==> config.mk <==
export PLATFORM = sky130hd
export DESIGN_NAME = pbmux_top
export DESIGN_NICKNAME = d
export VERILOG_FILES = /design/src/pbmux_pkg.sv /design/src/pbmux_top.sv
export SDC_FILE = /design/constraint.sdc
export NUM_CORES = 1
export LEC_CHECK = 0
export BUFFER_PORTS_ARGS = -buffer_cell sky130_fd_sc_hd__clkbuf_2
export CAP_MARGIN = 40
export CORE_MARGIN = 5
export CORE_UTILIZATION = 38
export CTS_CLUSTER_SIZE = 20
export DETAILED_ROUTE_END_ITERATION = 16
export PLACE_DENSITY = 0.68
export SLEW_MARGIN = 40
export SYNTH_ARGS = -nofsm -noshare
export SYNTH_HDL_FRONTEND = slang
export SYNTH_SLANG_ARGS = --single-unit
==> constraint.sdc <==
create_clock -name clk -period 1.85 [get_ports clk]
set_input_delay 0.2775 -clock clk [delete_from_list [all_inputs] [get_ports clk]]
set_output_delay 0.2775 -clock clk [all_outputs]
set_load 0.05 [all_outputs]
==> src/pbmux_pkg.sv <==
// constants for the port B low pin function multiplexer
package pbmux_pkg;
  // register map (byte address of the only register)
  localparam logic [11:0] SEL_OFFSET = 12'h000;
  localparam logic [31:0] SEL_RESET = 32'h0000_0000;
  // bits 3:0 belong to pins 32 and 33, not held here, read as zero
  localparam logic [31:0] SEL_WRITE_MASK = 32'hFFFF_FFF0;
  localparam logic [31:0] RDATA_IDLE = 32'h0000_0000;

  // field layout: pin (FIRST_PIN + i) uses bits FIELD_LSB+2i+1 : FIELD_LSB+2i
  localparam int FIRST_PIN = 34;
  localparam int NUM_PINS = 14;
  localparam int FIELD_LSB = 4;
  localparam int FIELD_W = 2;

  // function codes
  localparam logic [1:0] CODE_GPIO = 2'h0;
  localparam logic [1:0] CODE_ALT1 = 2'h1;
  localparam logic [1:0] CODE_ALT2 = 2'h2;

  // pin indices inside the 14-pin group
  localparam int IX34 = 0;
  localparam int IX35 = 1;
  localparam int IX36 = 2;
  localparam int IX37 = 3;
  localparam int IX38 = 4;
  localparam int IX39 = 5;
  localparam int IX40 = 6;
  localparam int IX41 = 7;
  localparam int IX47 = 13;

  // second function drives every pin except 34, whose ready is an input
  localparam logic [13:0] ALT2_OE_MASK = 14'h3FFE;

  // APB slave states
  typedef enum logic [1:0] {
    ST_IDLE = 2'h1,
    ST_ACK = 2'h2
  } pbmux_state_t;
endpackage

==> src/pbmux_top.sv <==
// port B pins 34 to 47 function multiplexer with APB selector register
//
// How it works
// - every field resets to 00; code 00 gives the pin to general I/O
// - bits 31:30 steer pin 47; 01 reserved, 1x drives address line 7
// - bits 29:28 steer pin 46; 01 reserved, 1x drives address line 6
// - bits 27:26 steer pin 45; 01 reserved, 1x drives address line 5
// - bits 25:24 steer pin 44; 01 reserved, 1x drives address line 4
// - bits 23:22 steer pin 43; 01 reserved, 1x drives address line 3
// - bits 21:20 steer pin 42; 01 reserved, 1x drives address line 2
// - bits 19:18 steer pin 41; 01 reserved, 1x drives address line 1
// - bits 17:16 steer pin 40; 1x drives address 0 or write strobe 1
// - bits 15:14 steer pin 39; 01 reserved, 1x drives address line 16
// - bits 13:12 steer pin 38; 01 reserved, 1x drives write strobe 0
// - bits 11:10 steer pin 37; 01 capture 2 both ways, 1x zone 7 select
// - bits 9:8 steer pin 36; 01 serial A receive, 1x zone 0 select
// - bits 7:6 steer pin 35; 01 serial A transmit, 1x read/not-write
// - read/not-write rests high and goes low only while writing
// - bits 5:4 steer pin 34; 01 capture 1 both ways, 1x bus ready in
//
// Implementation choices: the placing of the registers and register access over APB.
module pbmux_top
  import pbmux_pkg::*;
#(
  parameter int ADDR_W = 12
) (
  input wire logic clk,
  input wire logic rst_n,
  input wire logic psel,
  input wire logic penable,
  input wire logic pwrite,
  input wire logic [ADDR_W-1:0] paddr,
  input wire logic [31:0] pwdata,
  output logic pready,
  output logic [31:0] prdata,
  output logic pslverr,
  input wire logic [13:0] pin_in,
  output logic [13:0] pin_out,
  output logic [13:0] pin_oe,
  input wire logic [13:0] gpio_out,
  input wire logic [13:0] gpio_oe,
  output logic [13:0] gpio_in,
  input wire logic [7:1] ext_bus_addr_lines,
  input wire logic ext_bus_addr0_or_write_strobe1,
  input wire logic ext_bus_addr_line_16,
  input wire logic ext_bus_write_strobe0,
  input wire logic ext_bus_zone7_select,
  input wire logic ext_bus_zone0_select,
  input wire logic ext_bus_write_active,
  output logic ext_bus_ready_input,
  input wire logic serial_a_transmit,
  output logic serial_a_receive,
  input wire logic capture_channel_1_out,
  input wire logic capture_channel_1_oe,
  output logic capture_channel_1_in,
  input wire logic capture_channel_2_out,
  input wire logic capture_channel_2_oe,
  output logic capture_channel_2_in
);

  function automatic logic [1:0] field_of(input logic [31:0] sel, input int i);
    field_of = sel[FIELD_LSB + FIELD_W * i +: FIELD_W];
  endfunction

  // ---------------- APB slave and selector register ----------------
  pbmux_state_t state;
  pbmux_state_t next_state;
  logic [31:0] port_b_low_function_select;
  logic [31:0] next_select;
  logic next_pready;
  logic next_pslverr;
  logic [31:0] next_prdata;
  logic hit;

  always_comb begin
    hit = (paddr == ADDR_W'(SEL_OFFSET));
    next_state = state;
    next_select = port_b_low_function_select;
    next_pready = 1'b0;
    next_pslverr = 1'b0;
    next_prdata = RDATA_IDLE;
    unique case (state)
      ST_IDLE: begin
        if (psel && !penable) begin
          next_state = ST_ACK;
          next_pready = 1'b1;
          next_pslverr = !hit;
          if (hit && !pwrite) begin
            next_prdata = port_b_low_function_select & SEL_WRITE_MASK;
          end
        end
      end
      ST_ACK: begin
        next_state = ST_IDLE;
        if (psel && penable && pwrite && hit) begin
          next_select = pwdata & SEL_WRITE_MASK;
        end
      end
      default: begin
        next_state = ST_IDLE;
      end
    endcase
  end

  always_ff @(posedge clk or negedge rst_n) begin
    if (!rst_n) begin
      state <= ST_IDLE;
      port_b_low_function_select <= SEL_RESET;
      pready <= 1'b0;
      pslverr <= 1'b0;
      prdata <= RDATA_IDLE;
    end else begin
      state <= next_state;
      port_b_low_function_select <= next_select;
      pready <= next_pready;
      pslverr <= next_pslverr;
      prdata <= next_prdata;
    end
  end

  // ---------------- pin input synchroniser ----------------
  logic [13:0] pin_meta;
  logic [13:0] pin_sync;
  logic [13:0] next_meta;
  logic [13:0] next_sync;

  always_comb begin
    next_meta = pin_in;
    next_sync = pin_meta;
  end

  always_ff @(posedge clk or negedge rst_n) begin
    if (!rst_n) begin
      pin_meta <= '0;
      pin_sync <= '0;
    end else begin
      pin_meta <= next_meta;
      pin_sync <= next_sync;
    end
  end

  // ---------------- function routing ----------------
  logic [13:0] alt1_out;
  logic [13:0] alt1_oe;
  logic [13:0] alt2_out;
  logic [13:0] next_pin_out;
  logic [13:0] next_pin_oe;
  logic [13:0] next_gpio_in;
  logic next_ready;
  logic next_serial_rx;
  logic next_cap1_in;
  logic next_cap2_in;
  logic [1:0] f;

  always_comb begin
    alt1_out = '0;
    alt1_oe = '0;
    alt2_out = '0;
    // first functions; reserved 01 codes leave the pin undriven
    alt1_out[IX34] = capture_channel_1_out;
    alt1_oe[IX34] = capture_channel_1_oe;
    alt1_out[IX35] = serial_a_transmit;
    alt1_oe[IX35] = 1'b1;
    alt1_out[IX37] = capture_channel_2_out;
    alt1_oe[IX37] = capture_channel_2_oe;
    // second functions
    alt2_out[IX47:IX41] = ext_bus_addr_lines;
    alt2_out[IX40] = ext_bus_addr0_or_write_strobe1;
    alt2_out[IX39] = ext_bus_addr_line_16;
    alt2_out[IX38] = ext_bus_write_strobe0;
    alt2_out[IX37] = ext_bus_zone7_select;
    alt2_out[IX36] = ext_bus_zone0_select;
    // high at rest and during reads, low only while a write runs
    alt2_out[IX35] = !ext_bus_write_active;
    next_pin_out = '0;
    next_pin_oe = '0;
    next_gpio_in = '0;
    for (int i = 0; i < NUM_PINS; i++) begin
      f = field_of(port_b_low_function_select, i);
      if (f == CODE_GPIO) begin
        next_pin_out[i] = gpio_out[i];
        next_pin_oe[i] = gpio_oe[i];
        next_gpio_in[i] = pin_sync[i];
      end else if (f == CODE_ALT1) begin
        next_pin_out[i] = alt1_out[i];
        next_pin_oe[i] = alt1_oe[i];
      end else begin
        next_pin_out[i] = alt2_out[i];
        next_pin_oe[i] = ALT2_OE_MASK[i];
      end
    end
    f = field_of(port_b_low_function_select, IX34);
    next_cap1_in = (f == CODE_ALT1) && pin_sync[IX34];
    next_ready = f[1] && pin_sync[IX34];
    f = field_of(port_b_low_function_select, IX36);
    next_serial_rx = (f == CODE_ALT1) && pin_sync[IX36];
    f = field_of(port_b_low_function_select, IX37);
    next_cap2_in = (f == CODE_ALT1) && pin_sync[IX37];
  end

  // outputs are registered, so a reroute shows one edge after the write
  always_ff @(posedge clk or negedge rst_n) begin
    if (!rst_n) begin
      pin_out <= '0;
      pin_oe <= '0;
      gpio_in <= '0;
      ext_bus_ready_input <= 1'b0;
      serial_a_receive <= 1'b0;
      capture_channel_1_in <= 1'b0;
      capture_channel_2_in <= 1'b0;
    end else begin
      pin_out <= next_pin_out;
      pin_oe <= next_pin_oe;
      gpio_in <= next_gpio_in;
      ext_bus_ready_input <= next_ready;
      serial_a_receive <= next_serial_rx;
      capture_channel_1_in <= next_cap1_in;
      capture_channel_2_in <= next_cap2_in;
    end
  end

  logic [1:0] f47;
  logic [1:0] f40;
  logic [1:0] f39;
  logic [1:0] f38;
  logic [1:0] f37;
  logic [1:0] f36;
  logic [1:0] f35;
  logic [1:0] f34;
  assign f47 = field_of(port_b_low_function_select, IX47);
  assign f40 = field_of(port_b_low_function_select, IX40);
  assign f39 = field_of(port_b_low_function_select, IX39);
  assign f38 = field_of(port_b_low_function_select, IX38);
  assign f37 = field_of(port_b_low_function_select, IX37);
  assign f36 = field_of(port_b_low_function_select, IX36);
  assign f35 = field_of(port_b_low_function_select, IX35);
  assign f34 = field_of(port_b_low_function_select, IX34);
endmodule

==> flow_metrics.py, run 1 <==
metrics = {
    "synth": {
        "synth.top_cells.by_area": "dfrtp_1 74%, mux2_2 7.0%, and2_1 5.4%",
        "avgSynthCellArea_um2": 15.6,
        "synth_top_area_share_pct": 74.2,
        "syn_inst": 287,
        "yosys_warnings": 0,
        "synth_area_leader_cell": "dfrtp_1",
        "ys_types": 28,
        "yosysSeqAreaShare_pct": 74.8,
        "synth_seq_cells": 134,
        "netlist_area_mm2": 0.00448,
    },
    "sta": {
        "setup_ws_ps": 250,
        "hold_viol": 0,
        "slew_violations": 0,
        "fin_skew_ps": 7.62,
        "setup_tns_ps": 0,
        "fmax_ghz": 0.625,
        "rsz0062_at_grt": "false",
        "finalCritPeriodShare_pct": 86.5,
        "min_period_ps": 1600,
        "setup_viol": 0,
        "finalHoldWorstSlack_ps": 67.9,
    },
    "clocking": {
        "cts_tree": "built",
        "clk_pin_slew_ps": 60,
        "h-tree-depth": 4,
        "numClockSinks": 134,
        "cts_root_buf": "clkbuf_16",
        "cts_resized": 0,
        "cts_buffer_depth": 2,
        "cts_buffers": 17,
        "clock_latency_ps": 400,
    },
    "floorplan": {
        "dieArea_mm2": 0.0141,
        "core_mm2": 0.0115,
        "pin_count": 189,
        "initial_core_util_pct": 38.9,
        "fp-row-count": 39,
        "die_height_um": 119,
        "dieWidth_um": 119,
    },
    "finish": {
        "syn2layout_area_growth_pct": 42.4,
        "fillers": 948,
        "final_nets": 611,
        "final_core_util_pct": 55.4,
        "layout.cells.non_filler": 658,
        "drive_gt1_share_pct": 48.3,
        "num_antenna_cells": 0,
    },
    "route": {
        "vias": 2916,
        "drc": 0,
        "dr.pass1.iters": 4,
        "antenna_left": 0,
        "viasPerCell": 4.43,
        "drtIter0Drc": 172,
        "wirelength_um": 9780,
        "wl_per_cell_um": 14.9,
    },
    "setup_path": {
        "r2r_end": "port_b_low_function_select[24]",
        "cp_max_fo": 10,
        "cp_num_buf_inv": 1,
        "end_kind": "register",
        "criticalPathCategory": "register to register",
        "arrival_ps": 1880,
        "worst-path-stages": 5,
        "worstReg2RegStart": "state[0]",
        "critical-path-slowest-cell": "dfstp_2",
        "reg2reg_depth": 5,
        "start_kind": "register",
        "required_ps": 2130,
        "reg2reg_slack_ps": 250,
        "slowest_delay_ps": 370,
        "critPathTopFamily": "simple AND/OR/NAND/NOR gates",
        "path_cells": "nor2b_1 > nand4_1 > nor3_4 > buf_4 > mux2_2",
    },
    "power": {
        "irDropWorstVdd_mv": 0.428,
        "cellLeakagePower_nw": 3.39,
        "p_per_area_mw_per_mm2": 1100,
    },
    "flow_run": {
        "max-cap-violations": 0,
    },
    "place": {
        "placement.setup.worst_slack_ps": -5.59,
        "port_buffers": 180,
        "dp_cells": 611,
        "place_congestion": 0.774,
        "dp_hpwl_um": 7030,
    },
    "global_routing": {
        "met3_usage_pct": 5.54,
        "use_met2_pct": 24.2,
        "grt_pass1_vias": 3195,
        "grt_use_total_pct": 14.7,
        "grt_pass1_wl_um": 16200,
        "grt_max_degree": 59,
        "grt.busiest_layer": "met2",
        "grt_overflow": 0,
        "grt_util_met1_pct": 17.5,
        "antenna_found_initial": 0,
    },
    "worst_hold_path": {
        "hold_path.class": "input port to register",
        "whs_endpoint": "pin_out[1]",
        "hold_depth": 2,
        "hold_start": "ext_bus_write_active",
    },
    "status": {
        "status": "completed",
    },
}
## synth_stat cells
| cell | n |
|---|---|
| a211o_1 | 1 |
| a211oi_1 | 1 |
| a21o_1 | 11 |
| a21oi_1 | 1 |
| a22o_1 | 11 |
| and2_1 | 39 |
| and3b_1 | 2 |
| buf_4 | 4 |
| buf_6 | 2 |
| clkbuf_1 | 2 |
| conb_1 | 1 |
| dfrtp_1 | 133 |
| dfstp_2 | 1 |
| inv_1 | 13 |
| mux2_2 | 28 |
| mux2i_1 | 3 |
| nand2_1 | 2 |
| nand4_1 | 1 |
| nand4bb_1 | 1 |
| nor2_1 | 15 |
| nor2b_1 | 3 |
| nor3_4 | 1 |
| nor3b_1 | 5 |
| nor4_1 | 2 |
| nor4_4 | 1 |
| o21ai_0 | 1 |
| or3_1 | 1 |
| or4_4 | 1 |
## power breakdown
group	total (mW)	internal [mW]	switching, mW
sequential	3.04	3.02	0.0232
clock	3.46	2.23	1.23
combinational	0.504	0.172	0.332
total	7.00	5.42	1.58
## worst reg2reg max path, stage by stage, from the launching register on
cell and delay (ps):
dfstp_2 370, nor2b_1 110, nand4_1 150, nor3_4 250, buf_4 240, mux2_2 360
## kinds of logic (layout without fill, tap and decap cells)
kind of cell	after synthesis	in the layout	share of synthesized area, %
buffers and inverters	21	246	2.43
AND/OR/NAND/NOR	74	74	10.4
flip-flops	134	134	74.8
multiplexers	31	31	7.70
other	1	4	0.0836
AO/OA/AOI/OAI	26	26	4.58
## routing by layer
metal | vias up | routed length (um)
met5 | - | 0
met4 | 0 | 189
met3 | 18 | 834
met2 | 131 | 4810
met1 | 1387 | 3950
li1 | 1380 | -
## cells in the final DEF, fill, tap and decap left out, types with 5 or more instances in the layout
cell type and count:
nor2_1 15, mux2_2 28, dfrtp_1 133, clkbuf_2 179, a21o_1 11, nor3b_1 5, a22o_1 11, dlygate4sd3_1 15
and2_1 39, inv_1 13, clkbuf_16 17
## stage by stage
stage | total power, mW | instance area, um^2
2_1_floorplan | 3.34 | 4500
3_3_place_gp | 3.57 | 5620
3_5_place_dp | 3.58 | 5620
4_1_cts | 7.09 | 6380
5_1_grt | 7.26 | 6380
6_report | 7.00 | 6380
## flip-flops by register name, summed over array words and instances, names as in the netlist
signal                      flops
capture_channel_2_in            1
prdata                         28
pin_oe                         14
pslverr                         1
port_b_low_function_select     28
pin_sync                       14
next_sync                      14
serial_a_receive                1
gpio_in                        14
state                           2
ext_bus_ready_input             1
pready                          1
pin_out                        14
capture_channel_1_in            1
## worst max path at each step
| stage | startpoint | slack (ps) | to |
|---|---|---|---|
| 2_1_floorplan | paddr[1] | 20 | port_b_low_function_select[12] |
| 3_3_place_gp | paddr[1] | 30 | port_b_low_function_select[23] |
| 3_5_place_dp | paddr[1] | -6 | port_b_low_function_select[24] |
| 4_1_cts | state[0] | 230 | port_b_low_function_select[24] |
| 5_1_grt | state[0] | 160 | port_b_low_function_select[24] |
| 6_report | state[0] | 250 | port_b_low_function_select[24] |
## area by class of cell
type | count | area, um^2 | share of cell area [%]
repair buffers | 201 | 1150 | 18.0
multi-input cells | 135 | 1030 | 16.2
clock inverters | 11 | 148 | 2.31
clock buffers | 21 | 470 | 7.37
flip-flops and latches | 134 | 3350 | 52.5
inverters | 13 | 48.8 | 0.764
well taps | 143 | 179 | 2.80
## timing repair
| action | in CTS | in global routing |
|---|---|---|
| hold buffers | 15 | 0 |
| endpoints found under the hold margin | 55 | 0 |
| setup buffers | 0 | 0 |
(Power assumes the default switching activity.)
==> inputs of run 2 (changes only) <==
- CORE_UTILIZATION: 38 -> 30
- PLACE_DENSITY: 0.68 -> 0.56
- SETUP_SLACK_MARGIN: default -> 0.1
==> run 2 against run 1 <==
Critical path depth stayed put. Count of clock-buffer cells in the layout increased by 5. Critical path type unchanged. Sequential cell count is the same. Total power fell by 3.5%. Highest routed layer unchanged.
==> flow_metrics.py, run 2 (synthesis results as in run 1) <==
metrics = {
    "sta": {
        "slew_violations": 0,
        "setup_ws_ps": 260,
        "hold_viol": 0,
        "rsz0062_at_grt": "false",
        "fin_skew_ps": 7.18,
        "finalHoldWorstSlack_ps": 53.4,
        "setup_viol": 0,
        "finalCritPeriodShare_pct": 86.0,
        "min_period_ps": 1590,
        "fmax_ghz": 0.629,
        "setup_tns_ps": 0,
    },
    "global_routing": {
        "grt_use_total_pct": 12.3,
        "grt_pass1_vias": 3334,
        "grt_overflow": 0,
        "grt_max_degree": 47,
        "antenna_found_initial": 0,
        "grt_pass1_wl_um": 17000,
    },
    "status": {
        "status": "completed",
    },
    "clocking": {
        "clock_latency_ps": 410,
        "cts_tree": "built",
        "cts_resized": 0,
        "numClockSinks": 134,
        "clk_pin_slew_ps": 50,
        "cts_buffer_depth": 2,
        "cts_root_buf": "clkbuf_16",
        "cts_buffers": 17,
        "h-tree-depth": 4,
    },
    "flow_run": {
        "max-cap-violations": 0,
    },
    "setup_path": {
        "criticalPathCategory": "register to register",
        "arrival_ps": 1880,
        "required_ps": 2140,
        "cp_max_fo": 28,
        "start_kind": "register",
        "end_kind": "register",
        "reg2reg_slack_ps": 260,
    },
    "floorplan": {
        "pin_count": 189,
        "initial_core_util_pct": 30.7,
        "die_height_um": 132,
        "dieWidth_um": 132,
        "dieArea_mm2": 0.0175,
        "fp-row-count": 44,
        "core_mm2": 0.0146,
    },
    "route": {
        "wl_per_cell_um": 14.7,
        "vias": 2962,
        "drtIter0Drc": 40,
        "wirelength_um": 10300,
        "antenna_left": 0,
        "drc": 0,
        "dr.pass1.iters": 4,
        "viasPerCell": 4.23,
    },
    "place": {
        "dp_hpwl_um": 7630,
        "placement.setup.worst_slack_ps": 34.6,
        "place_congestion": 0.764,
        "port_buffers": 180,
        "placed_cell_area_mm2": 0.00568,
    },
    "finish": {
        "largestRegisters": "port_b_low_function_select: 28 flops, prdata: 28 flops",
        "syn2layout_area_growth_pct": 42.4,
        "mostFrequentLayoutCells": "179 x clkbuf_2, 133 x dfrtp_1, 39 x and2_1",
        "final_core_util_pct": 43.8,
        "final_common_cell": "clkbuf_2",
        "num_antenna_cells": 0,
        "fillers": 1361,
        "drive_gt1_share_pct": 47.5,
        "final_nets": 614,
        "fin_area_mm2": 0.00639,
    },
    "power": {
        "irDropWorstVdd_mv": 0.589,
        "cellLeakagePower_nw": 3.39,
        "p_per_area_mw_per_mm2": 1060,
    },
    "worst_hold_path": {
        "hold_path.class": "input port to register",
    },
}
## run 2: per-layer routing
layer / global-route usage, % / up-vias / share of wire (%)
li1: - / 1386 / -
met1: 14.2 / 1429 / 39
met2: 19.4 / 128 / 48
met3: 6.34 / 19 / 10
met4: 5.32 / 0 / 2.0
met5: 0 / - / 0
## run 2: power breakdown
part | internal, mW | switching, mW
Combinational | 0.175 | 0.333
Sequential | 3.02 | 0.0222
Clock | 2.07 | 1.13
## run 2: critical path, cell delays in order, from the launching register on
cell,delay (ps)
dfstp_2,370
nor2b_1,90
nand4_1,160
nor3_4,240
buf_12,230
mux2_2,360
## run 2: repair_timing
item	CTS	global route
setup buffers	0	0
endpoints found under the hold margin	55	0
hold buffers	15	0
## run 2: final timing paths
| kind | startpoint | end | cells past startpoint |
|---|---|---|---|
| min in group asynchronous | rst_n | capture_channel_1_in | 2 |
| min | gpio_oe[1] | pin_oe[1] | 2 |
| min reg2reg | next_sync[10] | pin_sync[10] | 0 |
| max in group asynchronous | rst_n | port_b_low_function_select[25] | 3 |
| max reg2reg | state[0] | port_b_low_function_select[13] | 5 |
| max | state[0] | port_b_low_function_select[13] | 5 |
## run 2: per-stage QoR
| step | std cells | power, mW |
|---|---|---|
| after floorplan | 290 | 3.34 |
| after global placement | 655 | 3.57 |
| after detailed placement | 655 | 3.58 |
| after CTS | 700 | 6.88 |
| after global routing | 700 | 7.03 |
| final | 700 | 6.75 |
## run 2: layout make-up
class	instances	area, um^2	area share [%]
clock buffers	26	489	7.66
multi-input cells	135	1030	16.2
flip-flops and latches	134	3350	52.5
clock inverters	4	70.1	1.10
well taps	184	230	3.60
repair buffers	204	1160	18.2
inverters	13	48.8	0.764
==> inputs of run 3 (changes only) <==
- HOLD_SLACK_MARGIN: default -> 0.15
==> run 3 against run 2 <==
Clock power about the same. Die area unchanged. Non-clock buffer count increased by 69. Maximum frequency decreased by 0.78%. Critical path type unchanged.
==> flow_metrics.py, run 3 (synthesis results as in run 1) <==
metrics = {
    "power": {
        "irDropWorstVdd_mv": 0.592,
        "p_per_area_mw_per_mm2": 971,
        "cellLeakagePower_nw": 3.68,
    },
    "route": {
        "viasPerCell": 4.19,
        "drc": 0,
        "antenna_left": 0,
        "wl_per_cell_um": 14.1,
        "drtIter0Drc": 70,
        "wirelength_um": 10900,
        "dr.pass1.iters": 4,
        "vias": 3219,
    },
    "global_routing": {
        "grt_util_met1_pct": 15.2,
        "grt_pass1_vias": 3639,
        "grt_max_degree": 47,
        "grt_pass1_wl_um": 18300,
        "use_met2_pct": 21.1,
        "grt_overflow": 0,
        "antenna_found_initial": 0,
        "met3_usage_pct": 6.03,
        "grt.busiest_layer": "met2",
        "grt_use_total_pct": 13.0,
    },
    "clocking": {
        "clk_pin_slew_ps": 50,
        "h-tree-depth": 4,
        "cts_buffers": 17,
        "clock_latency_ps": 410,
        "cts_tree": "built",
        "numClockSinks": 134,
        "cts_buffer_depth": 2,
        "cts_root_buf": "clkbuf_16",
    },
    "worst_hold_path": {
        "hold_path.class": "input port to register",
        "whs_endpoint": "pin_out[1]",
        "hold_start": "serial_a_transmit",
        "hold_depth": 3,
    },
    "sta": {
        "min_period_ps": 1600,
        "rsz0062_at_grt": "false",
        "slew_violations": 0,
        "finalCritPeriodShare_pct": 86.6,
        "hold_viol": 0,
        "setup_tns_ps": 0,
        "setup_viol": 0,
        "fin_skew_ps": 7.77,
        "finalHoldWorstSlack_ps": 175,
        "fmax_ghz": 0.624,
    },
    "place": {
        "port_buffers": 180,
        "dp_hpwl_um": 7630,
        "place_congestion": 0.764,
    },
    "setup_path": {
        "reg2reg_slack_ps": 250,
        "r2r_end": "port_b_low_function_select[17]",
        "arrival_ps": 1890,
        "required_ps": 2140,
        "end_kind": "register",
        "worstReg2RegStart": "state[0]",
        "cp_max_fo": 28,
        "criticalPathCategory": "register to register",
        "start_kind": "register",
        "reg2reg_depth": 5,
    },
    "finish": {
        "final_common_cell": "clkbuf_2",
        "syn2layout_area_growth_pct": 57.8,
        "largestRegisters": "port_b_low_function_select: 28 flops, prdata: 28 flops",
        "mostFrequentLayoutCells": "179 x clkbuf_2, 133 x dfrtp_1, 84 x dlygate4sd3_1",
        "final_nets": 683,
        "drive_gt1_share_pct": 41.9,
        "fillers": 1275,
        "num_antenna_cells": 0,
    },
    "floorplan": {
        "core_mm2": 0.0146,
        "initial_core_util_pct": 30.7,
        "dieWidth_um": 132,
        "dieArea_mm2": 0.0175,
        "die_height_um": 132,
        "pin_count": 189,
        "fp-row-count": 44,
    },
    "flow_run": {
        "max-cap-violations": 0,
    },
    "status": {
        "status": "completed",
    },
}
==> run 3: what timing repair did <==
item,4_1_cts,5_1_grt
resized for setup,0,0
hold buffers,84,0
setup buffers,0,0
endpoints found under the hold margin,112,0
setup endpoints to repair,0,0
==> run 3: report_power, final <==
| part | switching, mW | internal, mW | leakage [nW] |
|---|---|---|---|
| Clock | 1.14 | 2.07 | 0.274 |
| Sequential | 0.0230 | 3.02 | 1.70 |
| Combinational | 0.354 | 0.270 | 1.70 |
==> run 3: per-layer routing <==
| metal | vias to the layer above | wire length (um) |
|---|---|---|
| li1 | 1520 | - |
| met1 | 1555 | 4320 |
| met3 | 18 | 928 |
| met2 | 126 | 5400 |
| met4 | 0 | 197 |
| met5 | - | 0 |
==> run 3: critical path, stage by stage (launching register included) <==
cell     delay (ps)
dfstp_2         370
nor2b_1          90
nand4_1         160
nor3_4          240
buf_12          230
mux2_2          370
==> run 3: final cells by class <==
class	count	area [um^2]	area share [%]
multi-input combinational	135	1030	14.6
clock inverter	4	70.1	0.990
timing repair buffer	273	1850	26.2
clock buffer	26	489	6.91
sequential	134	3350	47.4
inverter	13	48.8	0.689
tap	184	230	3.25
==> run 3: worst max-delay path by stage <==
stage                         from                        endpoint  slack (ps)  depth (start not counted)
after detailed placement  paddr[1]  port_b_low_function_select[13]          30                          5
after CTS                 state[0]  port_b_low_function_select[13]         250                          5
after global routing      state[0]  port_b_low_function_select[31]         180                          5
after global placement    paddr[1]  port_b_low_function_select[24]          60                          5
final                     state[0]  port_b_low_function_select[17]         250                          5
after floorplan           paddr[1]  port_b_low_function_select[12]          20                          4
==> run 3: per-stage QoR <==
step	util, %	instance area (um^2)	total power [mW]	std cells	worst slack, ps
2_1_floorplan	-	4500	3.34	290	21.9
3_3_place_gp	38.9	5680	3.57	655	64.9
3_5_place_dp	38.9	5680	3.58	655	34.6
4_1_cts	48.5	7080	6.99	769	250
5_1_grt	48.5	7080	7.16	769	177
6_report	48.5	7080	6.87	769	247
